<file path="src/hdl/fps_pkg.sv">
// Package for the flyback protection supervisor: timing constants and carrier types
package fps_pkg;

    // Clock rate, in the units the derived counts need
    localparam int CLK_KHZ = 50_000;
    localparam int CLK_MHZ = 50;

    // Printed times, each in its own unit
    localparam int OPP_START_MS  = 40;    // Overpower timeout in start-up
    localparam int OPP_NORM_MS   = 200;   // Overpower timeout in normal run
    localparam int RESTART_MS    = 1000;  // Safe-restart wait
    localparam int BROWNOUT_MS   = 30;    // Brownout qualification
    localparam int PROT_QUAL_MS  = 2;     // External protect qualification, low end of 2..4 ms
    localparam int LEB_NS        = 325;   // Leading-edge blanking
    localparam int MAX_ON_US     = 55;    // Longest driver on-pulse
    localparam int OVP_CYCLES    = 4;     // Overvoltage qualification, switching cycles

    // Cycle counts: least times round up, the longest on-time rounds down
    localparam logic [31:0] OPP_START_CYC = 32'(OPP_START_MS * CLK_KHZ);
    localparam logic [31:0] OPP_NORM_CYC  = 32'(OPP_NORM_MS * CLK_KHZ);
    localparam logic [31:0] RESTART_CYC   = 32'(RESTART_MS * CLK_KHZ);
    localparam logic [31:0] BROWNOUT_CYC  = 32'(BROWNOUT_MS * CLK_KHZ);
    localparam logic [31:0] PROT_QUAL_CYC = 32'(PROT_QUAL_MS * CLK_KHZ);
    localparam logic [4:0]  LEB_CYC       = 5'((LEB_NS * CLK_MHZ + 999) / 1000);
    localparam logic [11:0] MAX_ON_CYC    = 12'(MAX_ON_US * CLK_MHZ);
    localparam logic [2:0]  OVP_CYC       = 3'(OVP_CYCLES);

    // Number of qualified input flags
    localparam int FLAG_W = 11;

    // Comparator and fault flags, all active high, all asynchronous to clk_i
    typedef struct packed {
        logic pwm_req;          // Modulator asks for the switch to be on
        logic startup_done;     // Soft start has reached full level
        logic opp_over;         // Current sense above the overpower level
        logic peak_cur;         // Peak current comparator
        logic undervoltage_lockout;
        logic low_supply_rail_ovp;         // Low supply rail above its overvoltage level
        logic aux_ovp;          // Auxiliary winding overvoltage
        logic otp_int;          // Internal over-temperature, hysteresis in the sensor
        logic protect_low;      // External protect input low, hysteresis in comparator
        logic brownout;         // Mains below the brown-in level
        logic aux_open;         // Auxiliary sense input open
    } fps_flags_t;

    // Supervisor states
    typedef enum logic [2:0] {
        ST_WAIT_UNDERVOLTAGE_LOCKOUT,
        ST_RUN,
        ST_RESTART,
        ST_WAIT_AUX,
        ST_WAIT_BROWN
    } fps_state_t;

endpackage

</file>
<file path="src/hdl/fps_sync.sv">
// Two-flop synchroniser for a bundle of asynchronous flags
`timescale 1ns/1ps
module fps_sync #(
    parameter int W = 1
) (
    input  wire logic         clk_i,
    input  wire logic         sys_rst_i,
    input  wire logic [W-1:0] async_i,
    output logic      [W-1:0] sync_o
);
    import fps_pkg::*;

    logic [W-1:0] meta_r;  // First stage, read only by the second stage

    // One pair of flops per bit
    for (genvar g = 0; g < W; g++) begin : g_bit
        always_ff @(posedge clk_i or posedge sys_rst_i) begin
            if (sys_rst_i) begin
                meta_r[g] <= 1'b0;
                sync_o[g] <= 1'b0;
            end else begin
                meta_r[g] <= async_i[g];
                sync_o[g] <= meta_r[g];
            end
        end
    end

endmodule // fps_sync

</file>
<file path="src/hdl/fps_supervisor.sv">
// Flyback protection supervisor: driver gating, overpower timer, safe restart
`timescale 1ns/1ps
module fps_supervisor
    import fps_pkg::*;
#(
    parameter logic [31:0] OPP_START_LIM = fps_pkg::OPP_START_CYC,
    parameter logic [31:0] OPP_NORM_LIM  = fps_pkg::OPP_NORM_CYC,
    parameter logic [31:0] RESTART_LIM   = fps_pkg::RESTART_CYC,
    parameter logic [31:0] BROWNOUT_LIM  = fps_pkg::BROWNOUT_CYC,
    parameter logic [31:0] PROT_QUAL_LIM = fps_pkg::PROT_QUAL_CYC
) (
    input  wire logic               clk_i,
    input  wire logic               sys_rst_i,
    input  wire fps_pkg::fps_flags_t flags_i,
    output logic                    drv_on_o,
    output logic                    hv_reg_o,
    output logic                    startup_o,
    output fps_pkg::fps_state_t     state_o
);
    import fps_pkg::*;

    ////////////////////////////////////////////////////////////////////////////
    // Declarations
    fps_flags_t  f;              // Synchronised flags
    fps_state_t  state_r;        // Supervisor state
    logic        pwm_q_r;        // Previous request, for cycle edges
    logic        cyc_start;      // First clock of a switching cycle
    logic        drv_r;          // Driver gate
    logic        hv_r;           // HV source regulating the rail
    logic        startup_r;      // Start-up phase, selects the short timeout
    logic [11:0] on_cnt_r;       // Driver on-time
    logic [4:0]  leb_cnt_r;      // Blanking counter
    logic        peak_blk_r;     // Pulse ended by peak current
    logic        opp_run_r;      // Overpower timer running
    logic        opp_seen_r;     // Overpower seen in this cycle
    logic [31:0] opp_cnt_r;      // Overpower timer
    logic [2:0]  ovp_cnt_r [2];  // Per-cycle overvoltage counts, 0 rail, 1 aux
    logic [31:0] bo_cnt_r;       // Brownout qualification
    logic [31:0] prot_cnt_r;     // Protect input qualification
    logic [31:0] rst_cnt_r;      // Restart wait
    logic        opp_expire;     // Overpower timeout reached
    logic        maxon_trip;     // On-time limit reached
    logic        peak_trip;      // Peak comparator seen after blanking
    logic        bo_trip;        // Brownout qualified
    logic        prot_trip;      // Protect input qualified
    logic        restart_trip;   // Any cause that goes through safe restart
    logic        stop_now;       // Any cause that leaves the run state
    logic        hold_restart;   // Restart withheld by a still-present fault

    ////////////////////////////////////////////////////////////////////////////
    // Input synchronisation
    fps_sync #(.W(FLAG_W)) u_sync (
        .clk_i     (clk_i),
        .sys_rst_i (sys_rst_i),
        .async_i   (flags_i),
        .sync_o    (f)
    );

    ////////////////////////////////////////////////////////////////////////////
    // Trip decode
    always_comb begin
        cyc_start    = f.pwm_req & ~pwm_q_r;
        opp_expire   = opp_run_r &&
                       (opp_cnt_r >= (startup_r ? OPP_START_LIM : OPP_NORM_LIM) - 32'h1);
        maxon_trip   = drv_r && (on_cnt_r >= MAX_ON_CYC - 12'h1);
        peak_trip    = drv_r && (leb_cnt_r >= LEB_CYC) && f.peak_cur;
        bo_trip      = f.brownout && (bo_cnt_r >= BROWNOUT_LIM - 32'h1);
        prot_trip    = f.protect_low && (prot_cnt_r >= PROT_QUAL_LIM - 32'h1);
        // Every recoverable protection but brownout, open aux and plain undervoltage is routed through restart
        restart_trip = opp_expire | maxon_trip | f.otp_int | prot_trip
                     | (ovp_cnt_r[0] >= OVP_CYC)
                     | (ovp_cnt_r[1] >= OVP_CYC)
                     | (f.undervoltage_lockout & (opp_run_r | f.opp_over));
        stop_now     = restart_trip | bo_trip | f.aux_open | f.undervoltage_lockout;
        hold_restart = f.otp_int | f.protect_low;
    end

    ////////////////////////////////////////////////////////////////////////////
    // Cycle edge detector, reads the synchronised request only
    always_ff @(posedge clk_i or posedge sys_rst_i) begin
        if (sys_rst_i) begin
            pwm_q_r <= 1'b0;
        end else begin
            pwm_q_r <= f.pwm_req;
        end
    end

    ////////////////////////////////////////////////////////////////////////////
    // Supervisor state machine; power-up starts in the undervoltage wait
    always_ff @(posedge clk_i or posedge sys_rst_i) begin
        if (sys_rst_i) begin
            state_r   <= ST_WAIT_UNDERVOLTAGE_LOCKOUT;
            startup_r <= 1'b1;
            rst_cnt_r <= 32'h0;
        end else begin
            // Start-up ends once soft start has finished
            if (f.startup_done) begin
                startup_r <= 1'b0;
            end
            unique case (state_r)
                ST_RUN: begin
                    // Open aux wins, then restart causes, undervoltage, brownout
                    rst_cnt_r <= 32'h0;
                    if (f.aux_open) begin
                        state_r <= ST_WAIT_AUX;
                    end else if (restart_trip) begin
                        state_r <= ST_RESTART;
                    end else if (f.undervoltage_lockout) begin
                        state_r <= ST_WAIT_UNDERVOLTAGE_LOCKOUT;
                    end else if (bo_trip) begin
                        state_r <= ST_WAIT_BROWN;
                    end
                end
                ST_RESTART: begin
                    // Fixed wait, then resume as a fresh start-up once otp_int and protect_low are both clear
                    if (rst_cnt_r < RESTART_LIM - 32'h1) begin
                        rst_cnt_r <= rst_cnt_r + 32'h1;
                    end else if (!hold_restart) begin
                        state_r   <= ST_RUN;
                        startup_r <= 1'b1;
                    end
                end
                ST_WAIT_AUX: begin
                    if (!f.aux_open) begin
                        state_r   <= ST_RUN;
                        startup_r <= 1'b1;
                    end
                end
                ST_WAIT_BROWN: begin
                    if (!f.brownout) begin
                        state_r   <= ST_RUN;
                        startup_r <= 1'b1;
                    end
                end
                ST_WAIT_UNDERVOLTAGE_LOCKOUT: begin
                    if (!f.undervoltage_lockout) begin
                        state_r   <= ST_RUN;
                        startup_r <= 1'b1;
                    end
                end
            endcase
        end
    end

    ////////////////////////////////////////////////////////////////////////////
    // Rail regulation from the HV source: everywhere but run and open aux
    always_ff @(posedge clk_i or posedge sys_rst_i) begin
        if (sys_rst_i) begin
            hv_r <= 1'b1;
        end else begin
            hv_r <= (state_r != ST_RUN) && (state_r != ST_WAIT_AUX);
        end
    end

    ////////////////////////////////////////////////////////////////////////////
    // Driver gate, on-time and blanking
    always_ff @(posedge clk_i or posedge sys_rst_i) begin
        if (sys_rst_i) begin
            drv_r      <= 1'b0;
            on_cnt_r   <= 12'h0;
            leb_cnt_r  <= 5'h0;
            peak_blk_r <= 1'b0;
        end else begin
            // Peak current ends the pulse; the block lasts until the request drops
            if (!f.pwm_req) begin
                peak_blk_r <= 1'b0;
            end else if (peak_trip) begin
                peak_blk_r <= 1'b1;
            end
            drv_r <= (state_r == ST_RUN) && !stop_now && f.pwm_req
                     && !peak_blk_r && !peak_trip;
            if (drv_r) begin
                on_cnt_r <= on_cnt_r + 12'h1;
                // Counter saturates so blanking is counted once per pulse
                if (leb_cnt_r < LEB_CYC) begin
                    leb_cnt_r <= leb_cnt_r + 5'h1;
                end
            end else begin
                on_cnt_r  <= 12'h0;
                leb_cnt_r <= 5'h0;
            end
        end
    end

    ////////////////////////////////////////////////////////////////////////////
    // Overpower timer; flag is taken as the switch-off level comparison
    always_ff @(posedge clk_i or posedge sys_rst_i) begin
        if (sys_rst_i) begin
            opp_run_r  <= 1'b0;
            opp_seen_r <= 1'b0;
            opp_cnt_r  <= 32'h0;
        end else if (state_r != ST_RUN) begin
            opp_run_r  <= 1'b0;
            opp_seen_r <= 1'b0;
            opp_cnt_r  <= 32'h0;
        end else begin
            if (cyc_start && !opp_seen_r && !f.opp_over) begin
                opp_run_r <= 1'b0;
                opp_cnt_r <= 32'h0;
            end else if (opp_run_r) begin
                opp_cnt_r <= opp_cnt_r + 32'h1;
            end
            if (f.opp_over) begin
                opp_run_r <= 1'b1;
            end
            // Seen flag is per cycle; a flag in the edge cycle counts for the new one
            opp_seen_r <= cyc_start ? f.opp_over : (opp_seen_r | f.opp_over);
        end
    end

    ////////////////////////////////////////////////////////////////////////////
    // Overvoltage qualification over consecutive switching cycles
    for (genvar g = 0; g < 2; g++) begin : g_ovp
        logic ovp_in;
        assign ovp_in = (g == 0) ? f.low_supply_rail_ovp : f.aux_ovp;
        always_ff @(posedge clk_i or posedge sys_rst_i) begin
            if (sys_rst_i) begin
                ovp_cnt_r[g] <= 3'h0;
            end else if (state_r != ST_RUN || !ovp_in) begin
                ovp_cnt_r[g] <= 3'h0;
            end else if (cyc_start && ovp_cnt_r[g] < OVP_CYC) begin
                ovp_cnt_r[g] <= ovp_cnt_r[g] + 3'h1;
            end
        end
    end

    ////////////////////////////////////////////////////////////////////////////
    // Delay qualifiers for brownout and the external protect input
    always_ff @(posedge clk_i or posedge sys_rst_i) begin
        if (sys_rst_i) begin
            bo_cnt_r   <= 32'h0;
            prot_cnt_r <= 32'h0;
        end else begin
            bo_cnt_r   <= (f.brownout && state_r == ST_RUN) ? bo_cnt_r + 32'h1 : 32'h0;
            prot_cnt_r <= (f.protect_low && state_r == ST_RUN) ? prot_cnt_r + 32'h1 : 32'h0;
        end
    end

    ////////////////////////////////////////////////////////////////////////////
    // Outputs
    assign drv_on_o  = drv_r;
    assign hv_reg_o  = hv_r;
    assign startup_o = startup_r;
    assign state_o   = state_r;

    ////////////////////////////////////////////////////////////////////////////
    // Checks
    chk_drv_halt: assert property (@(posedge clk_i) disable iff (sys_rst_i)
        (state_r != ST_RUN) |=> !drv_r) else $error("driver on outside run");
    chk_leb_window: assert property (@(posedge clk_i) disable iff (sys_rst_i)
        (drv_r && leb_cnt_r < LEB_CYC - 5'h1 && f.pwm_req && state_r == ST_RUN
         && !stop_now) |=> drv_r) else $error("pulse cut inside blanking");
    chk_max_on: assert property (@(posedge clk_i) disable iff (sys_rst_i)
        drv_r |-> on_cnt_r < MAX_ON_CYC) else $error("on-time above limit");
    chk_opp_clear: assert property (@(posedge clk_i) disable iff (sys_rst_i)
        (state_r == ST_RUN && cyc_start && !opp_seen_r && !f.opp_over)
        |=> (opp_cnt_r == 32'h0 && !opp_run_r)) else $error("timer not cleared");
    chk_opp_expire: assert property (@(posedge clk_i) disable iff (sys_rst_i)
        (state_r == ST_RUN && opp_expire && !f.aux_open) |=> state_r == ST_RESTART)
        else $error("timeout without restart");
    chk_undervoltage_lockout_opp: assert property (@(posedge clk_i) disable iff (sys_rst_i)
        (state_r == ST_RUN && f.undervoltage_lockout && opp_run_r && !f.aux_open)
        |=> state_r == ST_RESTART) else $error("undervoltage_lockout with overpower not restarted");
    chk_restart_hold: assert property (@(posedge clk_i) disable iff (sys_rst_i)
        (state_r == ST_RESTART && rst_cnt_r < RESTART_LIM - 32'h1)
        |=> state_r == ST_RESTART) else $error("restart left early");
    chk_restart_rail: assert property (@(posedge clk_i) disable iff (sys_rst_i)
        (state_r == ST_RESTART)[*2] |-> (hv_r && !drv_r)) else $error("restart rail off");
    chk_aux_open: assert property (@(posedge clk_i) disable iff (sys_rst_i)
        (state_r == ST_RUN && f.aux_open) |=> (state_r == ST_WAIT_AUX ##1 !hv_r))
        else $error("aux open not handled");
    chk_ovp_count: assert property (@(posedge clk_i) disable iff (sys_rst_i)
        (state_r == ST_RUN && ovp_cnt_r[0] == OVP_CYC && !f.aux_open)
        |=> state_r == ST_RESTART) else $error("rail overvoltage not restarted");

endmodule // fps_supervisor

</file>
<file path="config.mk">
export PLATFORM = sky130hd
export DESIGN_NAME = fps_supervisor
export DESIGN_NICKNAME = d
export VERILOG_FILES = /design/src/hdl/fps_pkg.sv /design/src/hdl/fps_sync.sv /design/src/hdl/fps_supervisor.sv
export SDC_FILE = /design/constraint.sdc
export NUM_CORES = 1
export LEC_CHECK = 0
export BUFFER_PORTS_ARGS = -buffer_cell sky130_fd_sc_hd__buf_2
export CAP_MARGIN = 20
export CORE_MARGIN = 3
export CORE_UTILIZATION = 52
export CTS_CLUSTER_SIZE = 40
export DETAILED_ROUTE_END_ITERATION = 8
export MAX_ROUTING_LAYER = met4
export PLACE_DENSITY_LB_ADDON = 0.15
export SLEW_MARGIN = 20
export SYNTH_ARGS = -nofsm -noshare
export SYNTH_HDL_FRONTEND = slang
export SYNTH_HIERARCHICAL = 1
export SYNTH_SLANG_ARGS = --single-unit
</file>
<file path="constraint.sdc">
create_clock -name clk_i -period 7.5 [get_ports clk_i]
set_input_delay 1.5 -clock clk_i [delete_from_list [all_inputs] [get_ports clk_i]]
set_output_delay 1.5 -clock clk_i [all_outputs]
set_load 0.005 [all_outputs]
</file>
==> metrics.md <==
| Metric | Value |
|---|---|
| Status | `complete, no violations` |
| Vias per Instance | `5.55` |
| Post-cts resize count | `0` |
| Unrepaired setup endpoints after global routing | `false` |
| Syn avg cell area | `9.92 µm²` |
| Row Count | `46` |
| First-pass GRT wire length | `29.4 mm` |
| Initial Util | `0.539` |
| Final hold violations | `0` |
| Die span in x | `135 µm` |
| VDD IR max | `0.205 mV` |
| Worst clock skew | `0.00742 ns` |
| Critical path type | `reg2reg` |
| Top cell type's share of synthesized area | `0.521` |
| Synth cell types | `56` |
| Worst-Margin Slew | `around 1.1 ns` |
| Global Route Usage Sum | `0.204` |
| Core region area | `16100 µm²` |
| Die height | `135 µm` |
| Avg WL per Cell | `around 15 µm` |
| Worst-path fanout max | `31` |
| Seq pwr share | `0.455` |
| Power Density | `roughly 250 nW/µm²` |
| CTS buffer count | `17` |
| Fin Hold WS | `0.348 ns` |
| IO Port Bufs | `18` |
| Number of synthesized flops with an enable pin | `0` |
| Drt total wl | `roughly 17 mm` |
| Sequential share of the synthesized area | `0.528` |
| Synth area leader | `dfrtp_1` |
| H-tree depth | `4` |
| Residual DRC | `0` |
| Final antenna-violating net count | `0` |
| Final worst path period share | `0.379` |
| Startpoint Class | `register` |
| Number of global-route vias before repair | `6028` |
| Post-Syn Instances | `876` |
| Synthesized cell area | `8690 µm²` |
| Clock Latency Late Sink | `0.43 ns` |
| Max-cap violation count | `0` |
| Worst Setup End Kind | `register` |
| Clock share of power | `0.428` |
| Synthesized net count | `905` |
| Pint | `1.73 mW` |
| Largest net degree at the start of global routing | `between 100 and 150` |
| Sw frac | `0.269` |
| Die footprint | `18300 µm²` |
| Dominant synthesized flop cell | `dfrtp_1` |
| Buffer depth of the longest clock path | `2` |
| Layout area overhead | `11.4%` |
| #FFs+latches synth | `183` |
| Hold WC Path Type | `reg2reg` |
| Static leakage power | `just over 4 nW` |
| # setup viols final | `0` |
| Cts hold-fix bufs | `0` |
| Drt initial violations | `284` |
| NetSw | `about 0.64 mW` |
| Synth warn | `6` |
| Slew HR | `0.297` |
| Postcts setup bufs | `0` |
| Clock Sink Count | `183` |
| Arrival @ worst endpoint | `about 3.2 ns` |
| GPL Wtd Cong | `0.860` |
| DR pass1 iterations | `5` |
| Diodes inserted | `0` |
| Final Max Slew Viols | `0` |
| Part of the power in combinational logic | `0.117` |
| Async set-reset flop share out of synthesis | `1.00` |
| Clk root buf | `clkbuf_16` |
| Initial antenna violation count | `0` |
| CTS tree | `done` |
| Clk slew on worst S/H paths | `0.07 ns` |
| Commonest non-fill, non-tap cell in the layout | `dfrtp_1` |
| Commonest non-fill, non-tap cells in the layout | `dfrtp_1, nor2_1, nand2_1` |
| Fraction of layout cells with a size suffix above 1 | `0.0817` |
| Synth top area cells | `dfrtp_1, nor2_1, xor2_1, xnor2_1, nand3_1` |
| Via count | `slightly above 6000` |
| Post-layout min period | `2.84 ns` |
| Maximum clock rate | `352 MHz` |
| Setup TNS | `0 ns` |
| Total gr overflow | `0` |
| Final HPWL DP | `11.4 mm` |
| Required @ worst endpoint | `7.83 ns` |
| Nets@finish | `923` |
| I/O pin cnt | `19` |
-- state kept, by name (all words and copies together) (netlist names) --
register	cells
opp_cnt_r	32
startup_o	1
u_sync/sync_o	11
opp_run_r	1
u_sync/meta_r	11
on_cnt_r	12
pwm_q_r	1
peak_blk_r	1
drv_on_o	1
ovp_cnt_r	6
hv_reg_o	1
state_o	3
rst_cnt_r	32
opp_seen_r	1
prot_cnt_r	32
bo_cnt_r	32
leb_cnt_r	5
-- cell usage after synthesis (2+ instances only) --
cell / n
a32o_1: 2
nand4b_1: 2
a41oi_1: 3
xnor2_1: 54
nand2b_1: 7
mux2i_1: 2
nor3b_1: 2
dfstp_2: 2
xor2_1: 58
and2_1: 25
buf_2: 3
nor2b_1: 9
o21a_1: 2
clkbuf_1: 18
nor4_1: 19
and3_2: 3
inv_1: 25
a21oi_1: 25
o21ai_0: 27
and3_1: 18
o21ai_1: 4
nand3_1: 53
nand4_2: 2
nand2_1: 63
ha_1: 16
a31oi_1: 3
nor2_1: 152
nor3_1: 18
dfrtp_1: 181
or3_1: 16
or2_2: 2
nand4_1: 27
and4_1: 5
nor4_4: 2
a211oi_1: 5
-- cell type report --
type                            count  area (µm²)
Tap cell                          216         270
Inverter                           25        98.8
Sequential cell                   183        4580
Timing Repair Buffer               21         113
Fill cell                        1381        6440
Clock inverter                     14         244
Clock buffer                       17         425
Multi-Input combinational cell    646        3940
-- logic make-up after synthesis --
logic type | count (synthesis) | share of synthesized area
mux | 2 | 0.00230
buf+inv | 47 | 0.0209
flops | 183 | 0.528
fa+ha+maj | 16 | 0.0230
simple gates | 433 | 0.252
compound gates | 83 | 0.0618
xor+xnor | 112 | 0.113
-- power by group through the flow --
stage                     Combinational, mW  Sequential, mW  Clock, mW
after detailed placement              0.276            1.10          0
after global placement                0.268            1.09          0
after floorplan                       0.208            1.07          0
after global routing                  0.316            1.09       1.08
after CTS                             0.280            1.08       1.04
final                                 0.276            1.08       1.01
-- routing by layer --
| layer | part of all wire | up-vias | global-route usage | routed length (µm) |
|---|---|---|---|---|
| met1 | 0.46 | 3070 | 0.269 | 7870 |
| met4 | 0.013 | 0 | 0.0582 | 221 |
| met5 | 0 | - | - | 0 |
| met2 | 0.49 | 103 | 0.319 | 8250 |
| li1 | - | 3029 | - | - |
| met3 | 0.036 | 21 | 0.0457 | 617 |
-- path summary, 6_finish.rpt --
path / startpoint / end / slack (ns) / cells after the start
min: u_sync/meta_r[2] / u_sync/sync_o[2] / 0.35 / 0
min reg2reg: u_sync/meta_r[2] / u_sync/sync_o[2] / 0.35 / 0
min in group asynchronous: sys_rst_i / bo_cnt_r[30] / 1.27 / 2
max in group asynchronous: sys_rst_i / ovp_cnt_r[4] / 4.86 / 3
max reg2reg: state_o[0] / prot_cnt_r[22] / 4.66 / 5
max: state_o[0] / prot_cnt_r[22] / 4.66 / 5
-- stage by stage --
| step | cells | power (mW) | cell area (µm²) | util | setup slack, ns |
|---|---|---|---|---|---|
| finish | 1122 | 2.37 | 9670 | 0.600 | 4.66 |
| CTS | 1122 | 2.40 | 9670 | 0.600 | 4.66 |
| detailed placement | 1091 | 1.37 | 9000 | 0.559 | 4.34 |
| floorplan | 876 | 1.28 | 8690 | - | 1.66 |
| global route | 1122 | 2.48 | 9670 | 0.600 | 4.34 |
| global placement | 1091 | 1.36 | 9000 | 0.559 | 4.41 |
-- worst max-delay path, cell delays in order, from the launching register on --
cell and delay, ns:
dfrtp_1 0.59, nand2b_1 0.19, nor2_2 0.59, buf_4 0.36, nand2_1 0.65, a21oi_1 0.35
Note: power is estimated with default switching activity, not from simulation.
